[config.mk]
export PLATFORM = sky130hd
export DESIGN_NAME = bwd_watchdog
export DESIGN_NICKNAME = d
export VERILOG_FILES = /design/src/bwd_pkg.sv /design/src/bwd_watchdog.sv
export VERILOG_INCLUDE_DIRS = /design/src
export SDC_FILE = /design/constraint.sdc
export NUM_CORES = 1
export LEC_CHECK = 0
export BUFFER_PORTS_ARGS = -buffer_cell sky130_fd_sc_hd__buf_2
export CAP_MARGIN = 20
export CORE_MARGIN = 4
export CORE_UTILIZATION = 45
export CTS_CLUSTER_SIZE = 14
export DETAILED_ROUTE_END_ITERATION = 16
export HOLD_SLACK_MARGIN = 0.05
export PLACE_DENSITY_LB_ADDON = 0.05
export REMOVE_ABC_BUFFERS = 1
export SYNTH_ARGS = -nofsm -noshare
export SYNTH_HDL_FRONTEND = slang
export SYNTH_SLANG_ARGS = --single-unit
[constraint.sdc]
create_clock -name aclk -period 3.55 [get_ports aclk]
set_input_delay 0.5325 -clock aclk [delete_from_list [all_inputs] [get_ports aclk]]
set_output_delay 0.5325 -clock aclk [all_outputs]
set_load 0.01 [all_outputs]
[src/bwd_map.svh]
// Purpose: Constants of the card control logic (watchdog, wait states, decode)
// Assumes: 40 MHz aclk; register offsets are byte addresses on AXI4-Lite
// Notes: Definitions only
`ifndef BWD_MAP_SVH
`define BWD_MAP_SVH
`define BWD_CLK_HZ 40000000
`define BWD_OFS_CONFIG 8'h00
`define BWD_OFS_STATUS 8'h04
`define BWD_OFS_TRIM 8'h08
`define BWD_WAIT_3 4'h3
`define BWD_WAIT_5 4'h5
`define BWD_WAIT_8 4'h8
`define BWD_PULSE_MS 8
`define BWD_PULSE_CYC ((`BWD_CLK_HZ / 1000) * `BWD_PULSE_MS)
`define BWD_TICK_US 100
`define BWD_TICK_CYC ((`BWD_CLK_HZ / 1000000) * `BWD_TICK_US)
`define BWD_TRIM_SHORT 16'h0190
`define BWD_TRIM_MED 16'h0064
`define BWD_TRIM_LONG 16'h000A
`define BWD_TRIM_RESET 16'h0271
// Medium range, trim 625: 625 * 16 ticks of 100 us, about one second out of reset
`define BWD_CFG_RESET 32'h0000_080A
`define BWD_CFG_WAIT_EN 0
`define BWD_CFG_FETCH_Q 1
`define BWD_CFG_EXT 2
`define BWD_CFG_ASTABLE 3
`define BWD_CFG_ROUTE 4
`define BWD_CFG_WCNT_LO 5
`define BWD_CFG_SIZE_LO 8
`define BWD_CFG_RANGE_LO 11
`define BWD_CFG_SW_LO 16
`endif

[src/bwd_pkg.sv]
// Purpose: Types of the card control logic
// Assumes: Constants live in bwd_map.svh
// Notes: Range codes are 0 short, 1 medium, 2 long
package bwd_pkg;
  typedef struct packed {
    logic [19:0] addr;
    logic iorq_n;
    logic rd_n;
    logic wr_n;
    logic opcode_fetch_n;
  } bwd_bus_type;
  typedef enum logic [2:0] {
    ST_IDLE = 3'b001,
    ST_WAIT = 3'b010,
    ST_HOLD = 3'b100
  } bwd_wait_state_type;
endpackage

[src/bwd_watchdog.sv]
// Purpose: Watchdog, wait-state generator and base decode of an I/O expansion card
// Assumes: Backplane signals synchronous to aclk; card clock is the backplane clock
// Notes: Jumper options live in a config register reached over AXI4-Lite
// Functional notes
// - Selected I/O accesses are stretched by 3, 5 or 8 wait states, default 3.
// - Wait line driven only when wait output enable is set; default off.
// - Wait states only for I/O cycles that select this card.
// - Wait count is timed in backplane clock cycles, supplied by the control card.
// - Opcode-fetch qualification option, default on, makes decode honour fetch signal.
// - Decoder has normal 256-byte mode (default) and extended 64 to 1024 Kbyte mode.
// - Extended size select adds A16, then A17, A18, A19 to the compare.
// - Monostable: after timeout output stays asserted until reset.
// - Astable: after timeout output asserts about 8 msec then releases.
// - Mode select: clear is monostable, set is astable, astable default.
// - Three timeout ranges short, medium, long; trim sets exact time inside.
// - Production default timeout is about one second.
// - Reset-request line driven only when routing option is set.
// - Alarm LED lit whenever watchdog output is asserted.
// - Timeout counted from backplane clock supplied by control card.
// - Card selected for 16 consecutive I/O addresses from base.
// - Any read of the card block retriggers watchdog; read data meaningless.
// - Base switches inverted: closed is zero, open is one.
// - Normal mode compares low switch bank with A4 to A7 only.
`include "bwd_map.svh"
module bwd_watchdog #(
  parameter int unsigned TICK_CYC = `BWD_TICK_CYC,
  parameter int unsigned PULSE_CYC = `BWD_PULSE_CYC
) (
  // Clock and reset
  input wire logic aclk,
  input wire logic aresetn,
  // AXI4-Lite slave
  input wire logic [7:0] s_axi_awaddr,
  input wire logic s_axi_awvalid,
  output logic s_axi_awready,
  input wire logic [31:0] s_axi_wdata,
  input wire logic [3:0] s_axi_wstrb,
  input wire logic s_axi_wvalid,
  output logic s_axi_wready,
  output logic [1:0] s_axi_bresp,
  output logic s_axi_bvalid,
  input wire logic s_axi_bready,
  input wire logic [7:0] s_axi_araddr,
  input wire logic s_axi_arvalid,
  output logic s_axi_arready,
  output logic [31:0] s_axi_rdata,
  output logic [1:0] s_axi_rresp,
  output logic s_axi_rvalid,
  input wire logic s_axi_rready,
  // Backplane I/O bus
  input wire bwd_pkg::bwd_bus_type bus,
  output logic card_select,
  output logic wait_n_out,
  output logic wait_n_oe,
  output logic reset_req_n_out,
  output logic reset_req_n_oe,
  output logic alarm_led
);
  import bwd_pkg::*;

  // Register state of the block, apart from the registered outputs
  typedef struct packed {
    logic aw_got;
    logic w_got;
    logic [7:0] aw_addr;
    logic [31:0] w_data;
    logic [3:0] w_strb;
    logic bvalid;
    logic arready;
    logic rvalid;
    logic [31:0] rdata;
    logic [1:0] rresp;
    logic [1:0] bresp;
    logic [31:0] cfg;
    logic [15:0] trim;
    bwd_wait_state_type wst;
    logic [3:0] wcnt;
    logic prev_cycle;
    logic [15:0] tick_cnt;
    logic [31:0] wd_cnt;
    logic wd_out;
    logic [31:0] pulse_cnt;
    logic sel;
    logic retrig_seen;
  } bwd_state_type;

  bwd_state_type st;
  bwd_state_type next_st;

  // Wait count decode, used by the wait counter on entry to ST_WAIT
  function automatic logic [3:0] wait_count(input logic [2:0] code);
    begin
      unique case (code)
        3'd1: wait_count = `BWD_WAIT_5;
        3'd2: wait_count = `BWD_WAIT_8;
        default: wait_count = `BWD_WAIT_3;
      endcase
    end
  endfunction

  // Timeout in ticks: trim scaled by the range multiplier
  function automatic logic [31:0] timeout_ticks(input logic [1:0] rng, input logic [15:0] trm);
    begin
      unique case (rng)
        2'd0: timeout_ticks = {16'h0000, trm};
        2'd1: timeout_ticks = {12'h000, trm, 4'h0};
        default: timeout_ticks = {8'h00, trm, 8'h00};
      endcase
      if (timeout_ticks == 32'h0000_0000)
      begin
        timeout_ticks = 32'h0000_0001;
      end
    end
  endfunction

  logic [31:0] cfg_word;
  logic [7:0] sw_low;
  logic [7:0] sw_high;
  logic [3:0] sw_ext;
  logic [3:0] ext_mask;
  logic match;
  logic io_cycle;
  logic tick;
  logic retrig;

  // Switch banks are inverted: a closed switch compares as zero
  assign cfg_word = st.cfg;
  assign sw_low = ~cfg_word[`BWD_CFG_SW_LO +: 8];
  assign sw_high = ~cfg_word[`BWD_CFG_SW_LO + 8 +: 8];
  assign sw_ext = sw_low[3:0];

  // Extended space size adds A16 upward, one bit per step
  always_comb
  begin
    unique case (cfg_word[`BWD_CFG_SIZE_LO +: 3])
      3'd1: ext_mask = 4'b0001;
      3'd2: ext_mask = 4'b0011;
      3'd3: ext_mask = 4'b0111;
      3'd4: ext_mask = 4'b1111;
      default: ext_mask = 4'b0000;
    endcase
  end

  // Base decode: A4..A7 always, A8..A15 and masked A16..A19 in extended mode
  always_comb
  begin
    match = (bus.addr[7:4] == sw_low[7:4]);
    if (cfg_word[`BWD_CFG_EXT])
    begin
      match = match && (bus.addr[15:8] == sw_high)
        && (((bus.addr[19:16] ^ sw_ext) & ext_mask) == 4'h0);
    end
    if (cfg_word[`BWD_CFG_FETCH_Q])
    begin
      match = match && bus.opcode_fetch_n;
    end
  end

  assign io_cycle = !bus.iorq_n && (!bus.rd_n || !bus.wr_n) && match;
  assign tick = (st.tick_cnt == 16'(TICK_CYC - 1));
  assign retrig = io_cycle && !bus.rd_n && !st.retrig_seen;

  // Next-state logic for bus slave, wait generator and watchdog
  always_comb
  begin
    next_st = st;
    next_st.sel = io_cycle;
    next_st.prev_cycle = io_cycle;
    next_st.retrig_seen = io_cycle && !bus.rd_n;
    // Write channel: address and data accepted in either order
    if (s_axi_awvalid && !st.aw_got && !st.bvalid)
    begin
      next_st.aw_got = 1'b1;
      next_st.aw_addr = s_axi_awaddr;
    end
    if (s_axi_wvalid && !st.w_got && !st.bvalid)
    begin
      next_st.w_got = 1'b1;
      next_st.w_data = s_axi_wdata;
      next_st.w_strb = s_axi_wstrb;
    end
    if (st.aw_got && st.w_got)
    begin
      next_st.aw_got = 1'b0;
      next_st.w_got = 1'b0;
      next_st.bvalid = 1'b1;
      next_st.bresp = 2'b00;
      if (st.aw_addr == `BWD_OFS_CONFIG)
      begin
        for (int i = 0; i < 4; i++)
        begin
          if (st.w_strb[i])
          begin
            next_st.cfg[i*8 +: 8] = st.w_data[i*8 +: 8];
          end
        end
      end
      else if (st.aw_addr == `BWD_OFS_TRIM)
      begin
        for (int i = 0; i < 2; i++)
        begin
          if (st.w_strb[i])
          begin
            next_st.trim[i*8 +: 8] = st.w_data[i*8 +: 8];
          end
        end
      end
      else if (st.aw_addr != `BWD_OFS_STATUS)
      begin
        next_st.bresp = 2'b10;
      end
    end
    if (st.bvalid && s_axi_bready)
    begin
      next_st.bvalid = 1'b0;
    end
    // Read channel: one-cycle accept, data valid in the same cycle as arready
    next_st.arready = 1'b0;
    if (s_axi_arvalid && !st.arready && !st.rvalid)
    begin
      next_st.arready = 1'b1;
      next_st.rvalid = 1'b1;
      next_st.rresp = 2'b00;
      unique case (s_axi_araddr)
        `BWD_OFS_CONFIG: next_st.rdata = st.cfg;
        `BWD_OFS_STATUS: next_st.rdata = {26'h0, st.wst == ST_WAIT, st.sel, 3'h0, st.wd_out};
        `BWD_OFS_TRIM: next_st.rdata = {16'h0000, st.trim};
        default:
        begin
          next_st.rdata = 32'h0000_0000;
          next_st.rresp = 2'b10;
        end
      endcase
    end
    if (st.rvalid && s_axi_rready)
    begin
      next_st.rvalid = 1'b0;
    end
    // Wait generator, counted in backplane clocks
    unique case (st.wst)
      ST_IDLE:
      begin
        if (io_cycle && !st.prev_cycle)
        begin
          next_st.wst = ST_WAIT;
          next_st.wcnt = wait_count(cfg_word[`BWD_CFG_WCNT_LO +: 3]);
        end
      end
      ST_WAIT:
      begin
        next_st.wcnt = st.wcnt - 4'h1;
        if (st.wcnt == 4'h1)
        begin
          next_st.wst = ST_HOLD;
        end
      end
      ST_HOLD:
      begin
        // Stay until the access ends so one access gets one stretch
        if (!io_cycle)
        begin
          next_st.wst = ST_IDLE;
        end
      end
      default: next_st.wst = ST_IDLE;
    endcase
    // Timebase and watchdog timeout
    next_st.tick_cnt = tick ? 16'h0000 : st.tick_cnt + 16'h0001;
    if (retrig)
    begin
      next_st.wd_cnt = 32'h0000_0000;
    end
    else if (tick && !st.wd_out)
    begin
      next_st.wd_cnt = st.wd_cnt + 32'h0000_0001;
      if (st.wd_cnt + 32'h0000_0001 >= timeout_ticks(cfg_word[`BWD_CFG_RANGE_LO +: 2], st.trim))
      begin
        next_st.wd_out = 1'b1;
        next_st.pulse_cnt = 32'h0000_0000;
        next_st.wd_cnt = 32'h0000_0000;
      end
    end
    // Astable pulse ends by itself; monostable holds until reset
    if (st.wd_out && cfg_word[`BWD_CFG_ASTABLE])
    begin
      next_st.pulse_cnt = st.pulse_cnt + 32'h0000_0001;
      if (st.pulse_cnt == 32'(PULSE_CYC - 1))
      begin
        next_st.wd_out = 1'b0;
        next_st.wd_cnt = 32'h0000_0000;
      end
    end
  end

  // State register; reset clears watchdog, wait counter and timeout
  always_ff @(posedge aclk)
  begin
    if (!aresetn)
    begin
      st <= '0;
      st.cfg <= `BWD_CFG_RESET;
      st.trim <= `BWD_TRIM_RESET;
      st.wst <= ST_IDLE;
    end
    else
    begin
      st <= next_st;
    end
  end

  // Registered outputs
  always_ff @(posedge aclk)
  begin
    if (!aresetn)
    begin
      wait_n_out <= 1'b1;
      wait_n_oe <= 1'b0;
      reset_req_n_out <= 1'b1;
      reset_req_n_oe <= 1'b0;
      alarm_led <= 1'b0;
      card_select <= 1'b0;
    end
    else
    begin
      wait_n_out <= !(next_st.wst == ST_WAIT);
      wait_n_oe <= cfg_word[`BWD_CFG_WAIT_EN] && (next_st.wst == ST_WAIT);
      reset_req_n_out <= !next_st.wd_out;
      reset_req_n_oe <= cfg_word[`BWD_CFG_ROUTE] && next_st.wd_out;
      alarm_led <= next_st.wd_out;
      card_select <= io_cycle;
    end
  end

  assign s_axi_awready = !st.aw_got && !st.bvalid;
  assign s_axi_wready = !st.w_got && !st.bvalid;
  assign s_axi_bvalid = st.bvalid;
  assign s_axi_bresp = st.bresp;
  assign s_axi_arready = st.arready;
  assign s_axi_rvalid = st.rvalid;
  assign s_axi_rdata = st.rdata;
  assign s_axi_rresp = st.rresp;
endmodule // bwd_watchdog

After elaboration in Yosys (flattened, before gate mapping)
Index checks and enable logic that the tools add are counted.
{"block": "word_totals", "out_inout_bits": 47, "ff_bits": 227, "in_bits": 83, "elab_cells": 147}
{"block": "op_classes", "n_reduce_logical": 58, "n_eq_ne": 22, "magnitude_cmp": 1, "mux": 27, "addsub": 4, "bitwise": 6}
{"operator": "two-way mux 65 bit", "count": 3}
{"operator": "two-way mux 32 bit", "count": 6}
{"operator": "case mux 32 bit (3 select lines)", "count": 1}
{"operator": "two-way mux 33 bit", "count": 2}
{"operator": "adder 32 x 1 -> 32 bit (second input constant)", "count": 2}
{"operator": "case mux 24 bit (2 select lines)", "count": 1}
{"operator": "two-way mux 36 bit", "count": 1}
{"operator": "equality test 32 x 19 -> 1 bit (second input constant)", "count": 1}
{"operator": "greater-or-equal comparator 32 bit", "count": 1}
{"operator": "logical NOT 32 bit", "count": 1}
{"operator": "logical AND 1 bit", "count": 23}
{"operator": "adder 16 x 1 -> 16 bit (second input constant)", "count": 1}
{"operator": "equality test 16 x 12 -> 1 bit (second input constant)", "count": 1}
{"operator": "equality test 8 x 4 -> 1 bit (second input constant)", "count": 2}
{"operator": "logical NOT 8 bit", "count": 2}
{"operator": "inverter 8 bit", "count": 2}
{"operator": "case mux 4 bit (2 select lines)", "count": 2}
{"operator": "case mux 4 bit (4 select lines)", "count": 1}
{"operator": "equality test 3 x 2 -> 1 bit (second input constant)", "count": 5}
{"operator": "AND reduction 3 bit", "count": 5}
{"operator": "logical NOT 1 bit", "count": 13}
{"operator": "equality test 3 x 1 -> 1 bit (second input constant)", "count": 3}
{"operator": "case mux 3 bit (3 select lines)", "count": 1}
{"operator": "equality test 8 x 3 -> 1 bit (second input constant)", "count": 1}
{"operator": "24 further kinds", "count": 37}

Depth between registers and ports, before layout
Gate-level depths: netlist of run 1.
{"block": "depth", "word_depth": 23, "mapped_depth": 19, "mapped_depth_nobuf": 16}

Worst setup path before layout of run 1
OpenSTA, ideal clock, no wires.
{"block": "synth_timing", "path_kind": "reg-to-reg", "start": "reg st[37] (netlist name)", "end": "reg st[21] (netlist name)", "path_buffers": 3, "path_stages_with_launch": 19, "path_slack_ns": -0.238, "arrival_ns": 3.704, "path_cell_list": "dfxtp_1 buf_2 nand3_1 nor4_1 and2_1 and4_1 nand3_1 xnor2_1 ha_1 a21oi_1 o21ai_0 a211oi_1 a31oi_1 nor4b_1 and3_1 buf_6 o21ai_4 buf_6 o31ai_2"}
{"block": "synth_via", "elab_chain_cells": 4}
{"element": "start, declared", "line": "bwd_watchdog.sv:87", "source": "bwd_state_type st;"}
{"element": "start signal, assigned", "line": "bwd_watchdog.sv:307", "source": "st <= next_st;"}
{"element": "adder 32 x 1 -> 32 bit", "line": "bwd_watchdog.sv:276", "source": "if (st.wd_cnt + 32'h0000_0001 >= timeout_ticks(cfg_word[`BWD_CFG_RANGE_LO +: 2], st.trim))"}
{"element": "greater-or-equal comparator 32 bit", "line": "bwd_watchdog.sv:276"}
{"element": "nonzero test 2 bit (no line)"}
{"element": "AND reduction 3 bit (no line)"}
No other way between the ends.
A chain may end at the register's enable or synchronous reset.

Final worst setup path of run 1
{"block": "layout_timing", "start": "reg st[35] (netlist name)", "end": "reg st[13] (netlist name)"}
The elaborated chain is that of the path after synthesis.

==> results.py, run 1 <==
metrics = {
    "yosys": {
        "synth.yosys.seq_area_share_pct": 41.2,
        "area_share_of_the_leading_cell_type_in_the_synthesized_netlist_pct": 41.2,
        "distinct_cell_type_count_after_synthesis": 61,
        "yosys_warnings": 0,
        "avgSynthCellArea_um2": 8.05,
        "synthCells": 1359,
        "ys_dominant_reg_cell": "sky130_fd_sc_hd__dfxtp_1",
        "synth.largest_area_cell": "sky130_fd_sc_hd__dfxtp_1",
        "synth.cell_area_mm2": 0.0109,
        "ys_seq_elements": 225,
        "synth-edff-count": 0,
        "postSynth.asyncResetShare_pct": 0,
        "synthTopCellsByArea": "sky130_fd_sc_hd__dfxtp_1, sky130_fd_sc_hd__nand2_1, sky130_fd_sc_hd__a21oi_1, sky130_fd_sc_hd__nand3_1, sky130_fd_sc_hd__mux2i_1",
    },
    "placed_design": {
        "post-dp-hpwl_um": 20000,
        "placed_cells": 1792,
        "placed_area_mm2": 0.0122,
        "routabilityCongestion": 0.902,
        "port_buffer_count": 123,
        "pre_cts_worst_setup_slack_ns": -0.437,
    },
    "floorplanning": {
        "rows": 56,
        "die_width_um": 164,
        "design.die.area_mm2": 0.0269,
        "floorplan.initialDensity_pct": 46.2,
        "floorplan.io_pins": 130,
        "die_y_um": 164,
        "core_area_mm2": 0.0237,
    },
    "finish": {
        "post_route_cells_drive_above_1_share_pct": 22.9,
        "instances_no_fill": 1845,
        "insertedDiodeCount": 0,
        "finalInstanceArea_mm2": 0.0134,
        "seq_area_mm2": 0.00451,
        "final_common_cell": "sky130_fd_sc_hd__nand2_1",
        "multi_input_comb_area_mm2": 0.00604,
        "num-nets-final": 1624,
        "layout-area-overhead-vs-synth_pct": 22.6,
        "most-common-layout-cells": "sky130_fd_sc_hd__nand2_1, sky130_fd_sc_hd__dfxtp_1, sky130_fd_sc_hd__a21oi_1, sky130_fd_sc_hd__buf_2, sky130_fd_sc_hd__nor2_1",
        "filler_cell_count": 2279,
    },
    "cts": {
        "cts_inserted_buffers": 26,
        "clockRootBuffer": "sky130_fd_sc_hd__clkbuf_16",
        "cts-htree-levels": 1,
        "clkLatencyLatePin_ns": 0.55,
        "cts_tree": "yes",
        "reg_clk_slew_reported_paths_ns": 0.06,
        "cts_num_sinks": 225,
        "clock_tree.buffer_depth": 3,
        "holdBufCountCts": 0,
    },
    "run": {
        "maxCapViolations": 0,
    },
    "detailed_routing": {
        "routedLengthMet1_um": 13600,
        "detail_route.first_pass.iterations": 5,
        "drt-wirelength-per-cell_um": 15.8,
        "met3_wirelength_um": 1310,
        "met2WireLength_um": 13600,
        "routed-via-count": 9682,
        "totalWireLength_um": 29100,
        "number_of_remaining_drc_errors": 0,
        "drt_iter0_markers": 455,
        "final_antenna_net_count": 0,
        "vias_per_cell": 5.25,
        "top_signal_layer_used": "met4",
    },
    "setup_path": {
        "cp.arrival_ns": 4.03,
        "critPathSlowestCell": "sky130_fd_sc_hd__or3_4",
        "cp_slowest_stage_delay_ns": 0.39,
        "worstSetupEndpointType": "register",
        "critical_path.max_fanout": 7,
        "wp_data_required_ns": 4.00,
        "critPathKind": "reg2reg",
        "crit_family": "simple AND/OR/NAND/NOR gates",
        "worst_setup_start_kind": "register",
        "critical_path.n_buffers_inverters": 2,
        "timing.critical_path.cells": "ha_4, and4_4, nand4_1, or2_4, or3_4, xnor2_2, ha_1, nand4_1, nor2_1, o21ai_1, a31oi_2, nor4b_4, and3_4, o21ai_4, buf_12, buf_6, o31ai_2",
        "setup.reg_to_reg.worst_slack_ns": -0.04,
        "crit_top_cell": "sky130_fd_sc_hd__nand4_1",
    },
    "sta": {
        "min_period_over_period_pct": 101,
        "final.hold.worst_slack_ns": 0.220,
        "max_slew.worst_pin.slew_ns": 0.812,
        "finalSetupViolCount": 5,
        "skew_ns": 0.0210,
        "post-route-min-period_ns": 3.59,
        "achievable-frequency_ghz": 0.279,
        "hold_viol_final": 0,
        "finalMaxSlewViolations": 0,
        "relSlewSlack_pct": 45.9,
        "final_critical_path_setup_slack_ns": -0.0356,
        "unrepaired_setup_endpoints_after_global_routing": "yes",
    },
    "global_routing": {
        "grt_first_pass_wirelength_um": 47000,
        "maximum_number_of_pins_on_one_net_before_global_route_repair": 72,
        "globalRouteOverflowTotal": 0,
        "vias_in_the_first_global_route": 9195,
        "antenna_found_initial": 0,
        "gr-usage-all-layers_pct": 21.1,
    },
    "power": {
        "power-per-cell-area_mw_per_mm2": 434,
        "worst_ir_drop_vdd_mv": 0.342,
        "power_leakage_nw": 5.57,
        "totalPowerFinal_mw": 5.82,
    },
    "run_status": {
        "violations_in_the_final_reports": "negative setup slack",
        "outcome": "finished, violations left",
    },
    "worst_hold_path": {
        "min-delay-path-class": "in2reg",
    },
}
cell type report:
| type | instances | area share, % |
|---|---|---|
| well taps | 319 | 2.98 |
| clock inverters | 6 | 0.812 |
| multi-input cells | 1005 | 45.1 |
| flip-flops and latches | 225 | 33.7 |
| clock buffers | 36 | 5.35 |
| repair buffers | 236 | 11.6 |
| inverters | 18 | 0.522 |
state kept, by name, summed over array words and instances (netlist names):
| name | cells |
|---|---|
| wait_n_oe | 1 |
| st | 150 |
| s_axi_bvalid | 1 |
| wait_n_out | 1 |
| reset_req_n_out | 1 |
| s_axi_rdata | 32 |
| s_axi_rresp | 1 |
| s_axi_rvalid | 1 |
| s_axi_arready | 1 |
| cfg_word | 32 |
| card_select | 1 |
| s_axi_bresp | 1 |
| alarm_led | 1 |
| reset_req_n_oe | 1 |
worst reg2reg max path, cell delays in order (launching register included):
cell	delay (ns)
sky130_fd_sc_hd__dfxtp_4	0.38
sky130_fd_sc_hd__ha_4	0.14
sky130_fd_sc_hd__and4_4	0.20
sky130_fd_sc_hd__nand4_1	0.19
sky130_fd_sc_hd__or2_4	0.32
sky130_fd_sc_hd__or3_4	0.39
sky130_fd_sc_hd__xnor2_2	0.15
sky130_fd_sc_hd__ha_1	0.26
sky130_fd_sc_hd__nand4_1	0.12
sky130_fd_sc_hd__nor2_1	0.07
sky130_fd_sc_hd__o21ai_1	0.10
sky130_fd_sc_hd__a31oi_2	0.07
sky130_fd_sc_hd__nor4b_4	0.28
sky130_fd_sc_hd__and3_4	0.27
sky130_fd_sc_hd__o21ai_4	0.09
sky130_fd_sc_hd__buf_12	0.17
sky130_fd_sc_hd__buf_6	0.12
sky130_fd_sc_hd__o31ai_2	0.19
where the power goes:
group	switching (mW)	internal, mW
clock	1.05	1.55
combinational	0.339	0.243
sequential	0.0509	2.58
repair_timing:
item / CTS / global route
pin swaps: 22 / 35
endpoints found under the setup margin: 59 / 59
gates cloned: 1 / 1
buffers inserted: 7 / 3
gates resized for setup: 29 / 44
stage by stage:
| stage | util (%) | TNS, ns |
|---|---|---|
| after detailed placement | 51.3 | -19.54 |
| after global routing | 56.6 | -6.74 |
| after floorplan | - | -65.31 |
| after CTS | 55.8 | -0.447 |
| after global placement | 51.3 | -15.85 |
| final | 56.6 | -0.104 |
layer usage:
metal | GRT usage, % | vias up
met5 | 0 | -
met4 | 4.19 | 0
met3 | 3.74 | 40
met2 | 36.2 | 182
met1 | 28.1 | 4471
li1 | - | 4989
final timing paths:
path | start | to | cells after the start
max | st[35] | st[13] | 17
min | s_axi_wdata[23] | st[205] | 3
max reg2reg | st[35] | st[13] | 17
min reg2reg | s_axi_rdata[7] | s_axi_rdata[7] | 2
cell usage after synthesis, types with 11 or more instances:
master	instances
sky130_fd_sc_hd__nand2_1	243
sky130_fd_sc_hd__a31oi_1	14
sky130_fd_sc_hd__inv_1	17
sky130_fd_sc_hd__or3_1	22
sky130_fd_sc_hd__clkbuf_1	60
sky130_fd_sc_hd__nor3_1	26
sky130_fd_sc_hd__nand3_1	97
sky130_fd_sc_hd__nand2b_1	11
sky130_fd_sc_hd__xor2_1	38
sky130_fd_sc_hd__a22oi_1	19
sky130_fd_sc_hd__dfxtp_1	225
sky130_fd_sc_hd__buf_4	41
sky130_fd_sc_hd__nand4_1	23
sky130_fd_sc_hd__nor4_1	12
sky130_fd_sc_hd__a21oi_1	132
sky130_fd_sc_hd__and2_1	11
sky130_fd_sc_hd__nor2b_1	14
sky130_fd_sc_hd__ha_1	29
sky130_fd_sc_hd__and3_1	19
sky130_fd_sc_hd__xnor2_1	25
sky130_fd_sc_hd__mux2i_1	45
sky130_fd_sc_hd__nor2_1	113
sky130_fd_sc_hd__o21ai_0	26
cells by family after synthesis:
group | synth area share, %
AO/OA/AOI/OAI | 12.8
XOR/XNOR | 5.04
adder cells (fa/ha/maj) | 3.32
buffers and inverters | 6.10
flip-flops | 41.2
multiplexers | 4.32
other | 0.0343
AND/OR/NAND/NOR | 27.2
Note: power is estimated with default switching activity, not from simulation.
==> run 2: changes to the inputs <==
--- a/config.mk
+++ b/config.mk
@@ -6,12 +6,14 @@
 export SDC_FILE = /design/constraint.sdc
 export NUM_CORES = 1
 export LEC_CHECK = 0
+export ABC_AREA = 1
 export BUFFER_PORTS_ARGS = -buffer_cell sky130_fd_sc_hd__buf_2
 export CAP_MARGIN = 20
 export CORE_MARGIN = 4
 export CORE_UTILIZATION = 45
 export CTS_CLUSTER_SIZE = 14
 export DETAILED_ROUTE_END_ITERATION = 16
+export GPL_TIMING_DRIVEN = 1
 export HOLD_SLACK_MARGIN = 0.05
 export PLACE_DENSITY_LB_ADDON = 0.05
 export REMOVE_ABC_BUFFERS = 1
==> run 2 against run 1 <==
The run now ends clean. Routed wire length grew 0.63%. Final cell count grew 9.7%. Clock skew shrank 0.0056 ns. First-iteration DRC count grew 35%. Die area grew 2.6%. Non-clock buffer count shrank 90. Critical path type unchanged. Highest routed layer is now met5.
==> results.py, run 2 <==
metrics = {
    "power": {
        "power-per-cell-area_mw_per_mm2": 429,
        "totalPowerFinal_mw": 5.49,
        "power_leakage_nw": 5.17,
        "worst_ir_drop_vdd_mv": 0.326,
    },
    "yosys": {
        "synthTopCellsByArea": "sky130_fd_sc_hd__dfxtp_1, sky130_fd_sc_hd__nand2_1, sky130_fd_sc_hd__a21oi_1, sky130_fd_sc_hd__o21ai_0, sky130_fd_sc_hd__inv_1",
        "avgSynthCellArea_um2": 7.00,
        "synth-edff-count": 0,
        "synthCells": 1605,
        "synth.largest_area_cell": "sky130_fd_sc_hd__dfxtp_1",
        "synth.cell_area_mm2": 0.0112,
        "distinct_cell_type_count_after_synthesis": 44,
        "ys_dominant_reg_cell": "sky130_fd_sc_hd__dfxtp_1",
        "yosys_warnings": 0,
        "synth.yosys.seq_area_share_pct": 40.1,
        "area_share_of_the_leading_cell_type_in_the_synthesized_netlist_pct": 40.1,
        "synth_commonest_cells": "sky130_fd_sc_hd__nand2_1, sky130_fd_sc_hd__dfxtp_1, sky130_fd_sc_hd__a21oi_1",
        "postSynth.asyncResetShare_pct": 0,
        "ys_seq_elements": 225,
        "yosysMostFrequentCell": "sky130_fd_sc_hd__nand2_1",
    },
    "setup_path": {
        "critical_path.n_buffers_inverters": 1,
        "critPathSlowestCell": "sky130_fd_sc_hd__dfxtp_1",
        "crit_family": "simple AND/OR/NAND/NOR gates",
        "number_of_cells_traversed_by_the_worst_register_to_register_path": 19,
        "crit_top_cell": "sky130_fd_sc_hd__nand2_1",
        "wp_data_required_ns": 4.00,
        "critical_path.endpoint": "st[37]",
        "cp.arrival_ns": 3.75,
        "cp_slowest_stage_delay_ns": 0.41,
        "r2r-end": "st[37]",
        "timing.critical_path.cells": "nand2_1, nor2_1, nand2_1, nor3_1, xor2_1, ha_1, nand2_1, o21bai_1, a21oi_1, nor2_1, nand2_1, nor2_1, nand2_1, nor2_4, nand2_4, nor2_4, buf_12, nand2_1, a21oi_1",
        "crit-reg2reg-launch": "st[53]",
        "worst_setup_start_kind": "register",
        "critical_path_depth": 19,
        "critPathKind": "reg2reg",
        "setup.reg_to_reg.worst_slack_ns": 0.25,
        "worstSetupEndpointType": "register",
        "critical_path.max_fanout": 23,
        "critPathLaunch": "st[53]",
    },
    "finish": {
        "finalCoreUtilization_pct": 52.3,
        "most-common-layout-cells": "sky130_fd_sc_hd__nand2_1, sky130_fd_sc_hd__dfxtp_1, sky130_fd_sc_hd__a21oi_1",
        "final_common_cell": "sky130_fd_sc_hd__nand2_1",
        "instances_no_fill": 2024,
        "insertedDiodeCount": 0,
        "post_route_cells_drive_above_1_share_pct": 12.5,
        "filler_cell_count": 2500,
        "multi_input_comb_area_mm2": 0.00564,
        "max_flop_register": "st",
        "largest_register_ff_count": 150,
        "seq_area_mm2": 0.00451,
        "layout-area-overhead-vs-synth_pct": 13.8,
        "num-nets-final": 1797,
        "finalInstanceArea_mm2": 0.0128,
    },
    "placed_design": {
        "port_buffer_count": 123,
        "routabilityCongestion": 0.865,
        "post-dp-hpwl_um": 21200,
        "placed_area_mm2": 0.0119,
        "placed_cells": 1981,
    },
    "detailed_routing": {
        "final_antenna_net_count": 0,
        "detail_route.first_pass.iterations": 5,
        "number_of_remaining_drc_errors": 0,
        "routed-via-count": 10400,
        "vias_per_cell": 5.14,
        "drt-wirelength-per-cell_um": 14.5,
        "totalWireLength_um": 29300,
        "drt_iter0_markers": 615,
    },
    "sta": {
        "finalSetupViolCount": 0,
        "unrepaired_setup_endpoints_after_global_routing": "no",
        "post-route-min-period_ns": 3.30,
        "max_slew.worst_pin.slew_ns": 0.995,
        "relSlewSlack_pct": 33.3,
        "min_period_over_period_pct": 92.9,
        "skew_ns": 0.0154,
        "achievable-frequency_ghz": 0.303,
        "finalMaxSlewViolations": 0,
        "hold_viol_final": 0,
    },
    "global_routing": {
        "gr-usage-all-layers_pct": 20.4,
        "antenna_found_initial": 4,
        "vias_in_the_first_global_route": 9723,
        "globalRouteOverflowTotal": 0,
        "grt_first_pass_wirelength_um": 48200,
        "maximum_number_of_pins_on_one_net_before_global_route_repair": 76,
    },
    "floorplanning": {
        "floorplan.initialDensity_pct": 45.9,
        "die_width_um": 166,
        "core_area_mm2": 0.0245,
        "design.die.area_mm2": 0.0276,
        "floorplan.io_pins": 130,
        "rows": 57,
        "die_y_um": 166,
    },
    "cts": {
        "clkLatencyLatePin_ns": 0.53,
        "cts_num_sinks": 225,
        "cts.repair_timing.setup_buffer_count": 0,
        "holdBufCountCts": 0,
        "cts-htree-levels": 1,
        "reg_clk_slew_reported_paths_ns": 0.06,
        "cts_inserted_buffers": 26,
        "clockRootBuffer": "sky130_fd_sc_hd__clkbuf_16",
        "clock_tree.buffer_depth": 3,
        "cts_tree": "yes",
    },
    "run_status": {
        "outcome": "completed",
    },
    "run": {
        "maxCapViolations": 0,
    },
    "worst_hold_path": {
        "min-delay-path-class": "in2reg",
        "timing.hold.worst.start": "s_axi_bready",
    },
}
==> run 2: cell count changes in the layout (fill, tap and decap cells not counted), moves of 17 or more <==
cell and change:
sky130_fd_sc_hd__inv_1 +148, sky130_fd_sc_hd__o21ai_0 +118, sky130_fd_sc_hd__nand2_1 +85, sky130_fd_sc_hd__buf_4 -79
sky130_fd_sc_hd__a21oi_1 +58, sky130_fd_sc_hd__mux2i_1 -45, sky130_fd_sc_hd__nor2_1 +40, sky130_fd_sc_hd__nand3_1 -33
sky130_fd_sc_hd__nor3_1 +30, sky130_fd_sc_hd__xor2_1 -21, sky130_fd_sc_hd__or3_1 -20, sky130_fd_sc_hd__a22oi_1 -19
sky130_fd_sc_hd__o22ai_1 +19, sky130_fd_sc_hd__and3_1 -17
==> run 2: logic make-up after synthesis <==
kind of cell / count (synthesis) / share of synthesized area [%]
AND/OR/NAND/NOR: 670 / 25.7
AO/OA/AOI/OAI: 375 / 17.7
buffers and inverters: 267 / 10.3
flip-flops: 225 / 40.1
XOR/XNOR: 38 / 2.96
adder cells (fa/ha/maj): 29 / 3.23
other: 1 / 0.0334
==> run 2: power breakdown <==
group	internal [mW]	switching, mW	leakage [nW]
Sequential	2.61	0.0351	1.83
Clock	1.48	1.03	0.385
Combinational	0.119	0.217	2.96
==> run 2: final cells by class <==
type	count	share of cell area [%]
Clock buffer	38	5.67
Timing Repair Buffer	146	6.28
Multi-Input combinational cell	1114	44.1
Tap cell	324	3.17
Clock inverter	5	0.479
Sequential cell	225	35.2
Inverter	172	5.05
==> run 2: how the worst min path moves through the flow <==
stage	depth (start not counted)	end	slack, ns
floorplan	1	st[67]	0.42
global placement	1	st[67]	0.43
detailed placement	1	st[67]	0.44
CTS	2	s_axi_rvalid	0.18
global route	2	s_axi_bvalid	0.18
finish	2	s_axi_bvalid	0.20
==> run 2: worst register-to-register path: cells and delay by family (launching register included) <==
kind / cells / cell delay [ns]
xor+xnor: 1 / 0.29
compound gates: 3 / 0.33
simple gates: 13 / 1.74
fa+ha+maj: 1 / 0.29
flops: 1 / 0.41
buf+inv: 1 / 0.17
==> run 2: per-stage QoR <==
stage | TNS (ns) | setup slack (ns) | hold WS, ns
final | 0 | 0.254 | 0.199
after global routing | 0 | 0.00883 | 0.180
after CTS | 0 | 0.107 | 0.178
after detailed placement | 0 | 0.130 | 0.443
after global placement | 0 | 0.185 | 0.430
after floorplan | -15.51 | -0.870 | 0.418
==> run 2: layer usage <==
metal	part of all wire, %	wire length [µm]	GRT usage, %	vias up
met3	5.5	1610	4.62	52
met2	46	13400	33.9	201
met5	0.17	50	0	-
met4	2.1	602	4.77	8
li1	-	-	-	5447
met1	47	13600	27.2	4690
==> run 2: what timing repair did <==
item | in CTS | in global routing
resized for setup | 0 | 11
hold endpoints to repair | 0 | 0
endpoints found under the setup margin | 0 | 58
==> run 3: changes to the inputs <==
--- a/config.mk
+++ b/config.mk
@@ -9,7 +9,7 @@
 export ABC_AREA = 1
 export BUFFER_PORTS_ARGS = -buffer_cell sky130_fd_sc_hd__buf_2
 export CAP_MARGIN = 20
-export CORE_MARGIN = 4
+export CORE_MARGIN = 5
 export CORE_UTILIZATION = 45
 export CTS_CLUSTER_SIZE = 14
 export DETAILED_ROUTE_END_ITERATION = 16
==> run 3 against run 2 <==
Design area up 2.1%. Sequential share of layout area shrank 0.65 points. Clock skew shrank 0.0066 ns. Via count is 1.4% higher. Sequential cell count unchanged. Worst setup slack lost 0.11 ns. Hold slack worse by 0.0070 ns. Die area is 2.4% higher. Critical path depth did not move. Utilization up 1.1 points.
==> results.py, run 3 (same netlist as run 2, synthesis figures left out) <==
metrics = {
    "run_status": {
        "outcome": "completed",
    },
    "global_routing": {
        "globalRouteOverflowTotal": 0,
        "vias_in_the_first_global_route": 10000,
        "antenna_found_initial": 4,
        "grt_first_pass_wirelength_um": 49800,
        "gr-usage-all-layers_pct": 20.7,
        "maximum_number_of_pins_on_one_net_before_global_route_repair": 111,
    },
    "power": {
        "relative_contribution_of_sequential_cells_to_total_power_pct": 45.9,
        "switching_share_pct": 22.9,
        "internal_power_mw": 4.43,
        "worst_ir_drop_vdd_mv": 0.320,
        "comb_power_share_pct": 5.9,
        "share_clk_of_total_power_pct": 48.2,
        "totalPowerFinal_mw": 5.75,
        "p_sw_mw": 1.32,
        "power-per-cell-area_mw_per_mm2": 441,
        "power_leakage_nw": 5.30,
    },
    "cts": {
        "cts_tree": "yes",
        "clkLatencyLatePin_ns": 0.52,
        "reg_clk_slew_reported_paths_ns": 0.06,
        "cts_inserted_buffers": 26,
        "clockRootBuffer": "sky130_fd_sc_hd__clkbuf_16",
        "holdBufCountCts": 0,
        "cts_num_sinks": 225,
        "clock_tree.buffer_depth": 3,
        "cts-htree-levels": 1,
    },
    "setup_path": {
        "crit_top_cell": "sky130_fd_sc_hd__nand2_1",
        "number_of_cells_traversed_by_the_worst_register_to_register_path": 19,
        "cp_slowest_stage_delay_ns": 0.39,
        "worst_setup_start_kind": "register",
        "critical_path.max_fanout": 6,
        "critPathKind": "reg2reg",
        "setup.reg_to_reg.worst_slack_ns": 0.14,
        "r2r-end": "st[54]",
        "cp.arrival_ns": 3.86,
        "timing.critical_path.cells": "nand2_1, nor2_2, nand3_1, nor2_4, nand2_1, xnor2_2, ha_1, a21oi_1, o21ai_0, nor2_1, nand2_1, nor2_2, nand2_1, nor2_4, nand2_4, nor2_4, clkbuf_16, nand2_1, a21oi_1",
        "worstSetupEndpointType": "register",
        "wp_data_required_ns": 4.00,
        "critPathSlowestCell": "sky130_fd_sc_hd__dfxtp_1",
        "crit-reg2reg-launch": "st[39]",
    },
    "sta": {
        "skew_ns": 0.00882,
        "hold_viol_final": 0,
        "post-route-min-period_ns": 3.41,
        "achievable-frequency_ghz": 0.293,
        "max_slew.worst_pin.slew_ns": 0.942,
        "finalMaxSlewViolations": 0,
        "min_period_over_period_pct": 96.0,
        "finalSetupViolCount": 0,
        "final.hold.worst_slack_ns": 0.192,
        "relSlewSlack_pct": 36.9,
        "final_critical_path_setup_slack_ns": 0.142,
    },
    "finish": {
        "post_route_cells_drive_above_1_share_pct": 14.1,
        "most-common-layout-cells": "sky130_fd_sc_hd__nand2_1, sky130_fd_sc_hd__dfxtp_1, sky130_fd_sc_hd__a21oi_1",
        "insertedDiodeCount": 0,
        "max_flop_register": "st",
        "filler_cell_count": 2489,
        "layout-area-overhead-vs-synth_pct": 16.1,
        "num-nets-final": 1799,
        "final_common_cell": "sky130_fd_sc_hd__nand2_1",
        "instances_no_fill": 2029,
        "finalCoreUtilization_pct": 53.4,
        "largest_register_ff_count": 150,
    },
    "floorplanning": {
        "rows": 57,
        "floorplan.initialDensity_pct": 45.9,
        "die_width_um": 168,
        "core_area_mm2": 0.0245,
        "design.die.area_mm2": 0.0282,
        "die_y_um": 168,
        "floorplan.io_pins": 130,
    },
    "detailed_routing": {
        "vias_per_cell": 5.20,
        "routedLengthMet1_um": 14000,
        "met3_wirelength_um": 1710,
        "totalWireLength_um": 30300,
        "routed-via-count": 10500,
        "drt-wirelength-per-cell_um": 14.9,
        "drt_iter0_markers": 683,
        "met2WireLength_um": 14000,
        "final_antenna_net_count": 0,
        "top_signal_layer_used": "met5",
        "number_of_remaining_drc_errors": 0,
        "detail_route.first_pass.iterations": 5,
    },
    "run": {
        "maxCapViolations": 0,
    },
    "worst_hold_path": {
        "timing.hold.worst.start": "s_axi_bready",
        "worstHoldPathCells": 2,
        "min-delay-path-class": "in2reg",
        "whs_endpoint": "s_axi_bvalid",
    },
    "placed_design": {
        "post-dp-hpwl_um": 21500,
        "pre_cts_worst_setup_slack_ns": 0.207,
        "placed_cells": 1978,
        "routabilityCongestion": 0.868,
        "port_buffer_count": 123,
    },
}
run 3: cell count changes in the layout (fill, tap and decap cells not counted), moves of 3 or more:
| cell | previous run | this run |
|---|---|---|
| sky130_fd_sc_hd__clkbuf_16 | 26 | 29 |
| sky130_fd_sc_hd__a21oi_1 | 181 | 176 |
| sky130_fd_sc_hd__dfxtp_1 | 224 | 220 |
| sky130_fd_sc_hd__buf_4 | 23 | 20 |
| sky130_fd_sc_hd__clkbuf_1 | 9 | 5 |
| sky130_fd_sc_hd__a21oi_2 | 0 | 5 |
| sky130_fd_sc_hd__dfxtp_2 | 1 | 4 |
run 3: metrics by stage:
stage / instance area [µm²] / TNS (ns)
global route: 13100 / -0.298
floorplan: 10700 / -15.51
detailed placement: 12000 / 0
global placement: 12000 / 0
finish: 13100 / 0
CTS: 12800 / 0
run 3: cell type report:
cell class	instances	area, µm²	share of cell area, %
Clock buffer	37	763	5.85
Clock inverter	9	126	0.968
Inverter	172	649	4.98
Multi-Input combinational cell	1114	5710	43.8
Sequential cell	225	4510	34.6
Tap cell	324	405	3.11
Timing Repair Buffer	148	882	6.76
run 3: worst max-delay path by stage:
| stage | from | slack, ns | depth (start not counted) | endpoint |
|---|---|---|---|---|
| 3_5_place_dp | cfg_word[11] | 0.21 | 25 | st[26] |
| 4_1_cts | cfg_word[12] | 0.19 | 24 | st[26] |
| 3_3_place_gp | st[35] | 0.22 | 20 | st[22] |
| 2_1_floorplan | s_axi_arvalid | -0.87 | 5 | s_axi_rdata[0] |
| 6_report | st[39] | 0.14 | 19 | st[54] |
| 5_1_grt | st[35] | -0.04 | 21 | st[51] |
run 3: power by group through the flow:
| stage | Clock (mW) | Combinational, mW | Sequential [mW] |
|---|---|---|---|
| after floorplan | 0 | 0.178 | 2.70 |
| after global placement | 0 | 0.338 | 2.70 |
| after detailed placement | 0 | 0.343 | 2.70 |
| after CTS | 2.84 | 0.344 | 2.64 |
| after global routing | 2.96 | 0.387 | 2.65 |
| final | 2.77 | 0.338 | 2.64 |
run 3: timing repair:
item	in CTS	in global routing
endpoints found under the setup margin	0	50
resized for setup	0	33
buffers inserted	0	2
run 3: critical path, delay by kind of cell (launching register included):
| kind | cells | cell delay (ns) |
|---|---|---|
| adder cells (fa/ha/maj) | 1 | 0.33 |
| XOR/XNOR | 1 | 0.17 |
| AND/OR/NAND/NOR | 13 | 1.85 |
| flip-flops | 1 | 0.39 |
| AO/OA/AOI/OAI | 3 | 0.37 |
| buffers and inverters | 1 | 0.22 |
run 3: metal layers:
metal,global-route usage (%),vias up
li1,-,5457
met1,27.8,4786
met2,34.3,251
met3,4.55,45
met4,4.80,8
met5,0,-
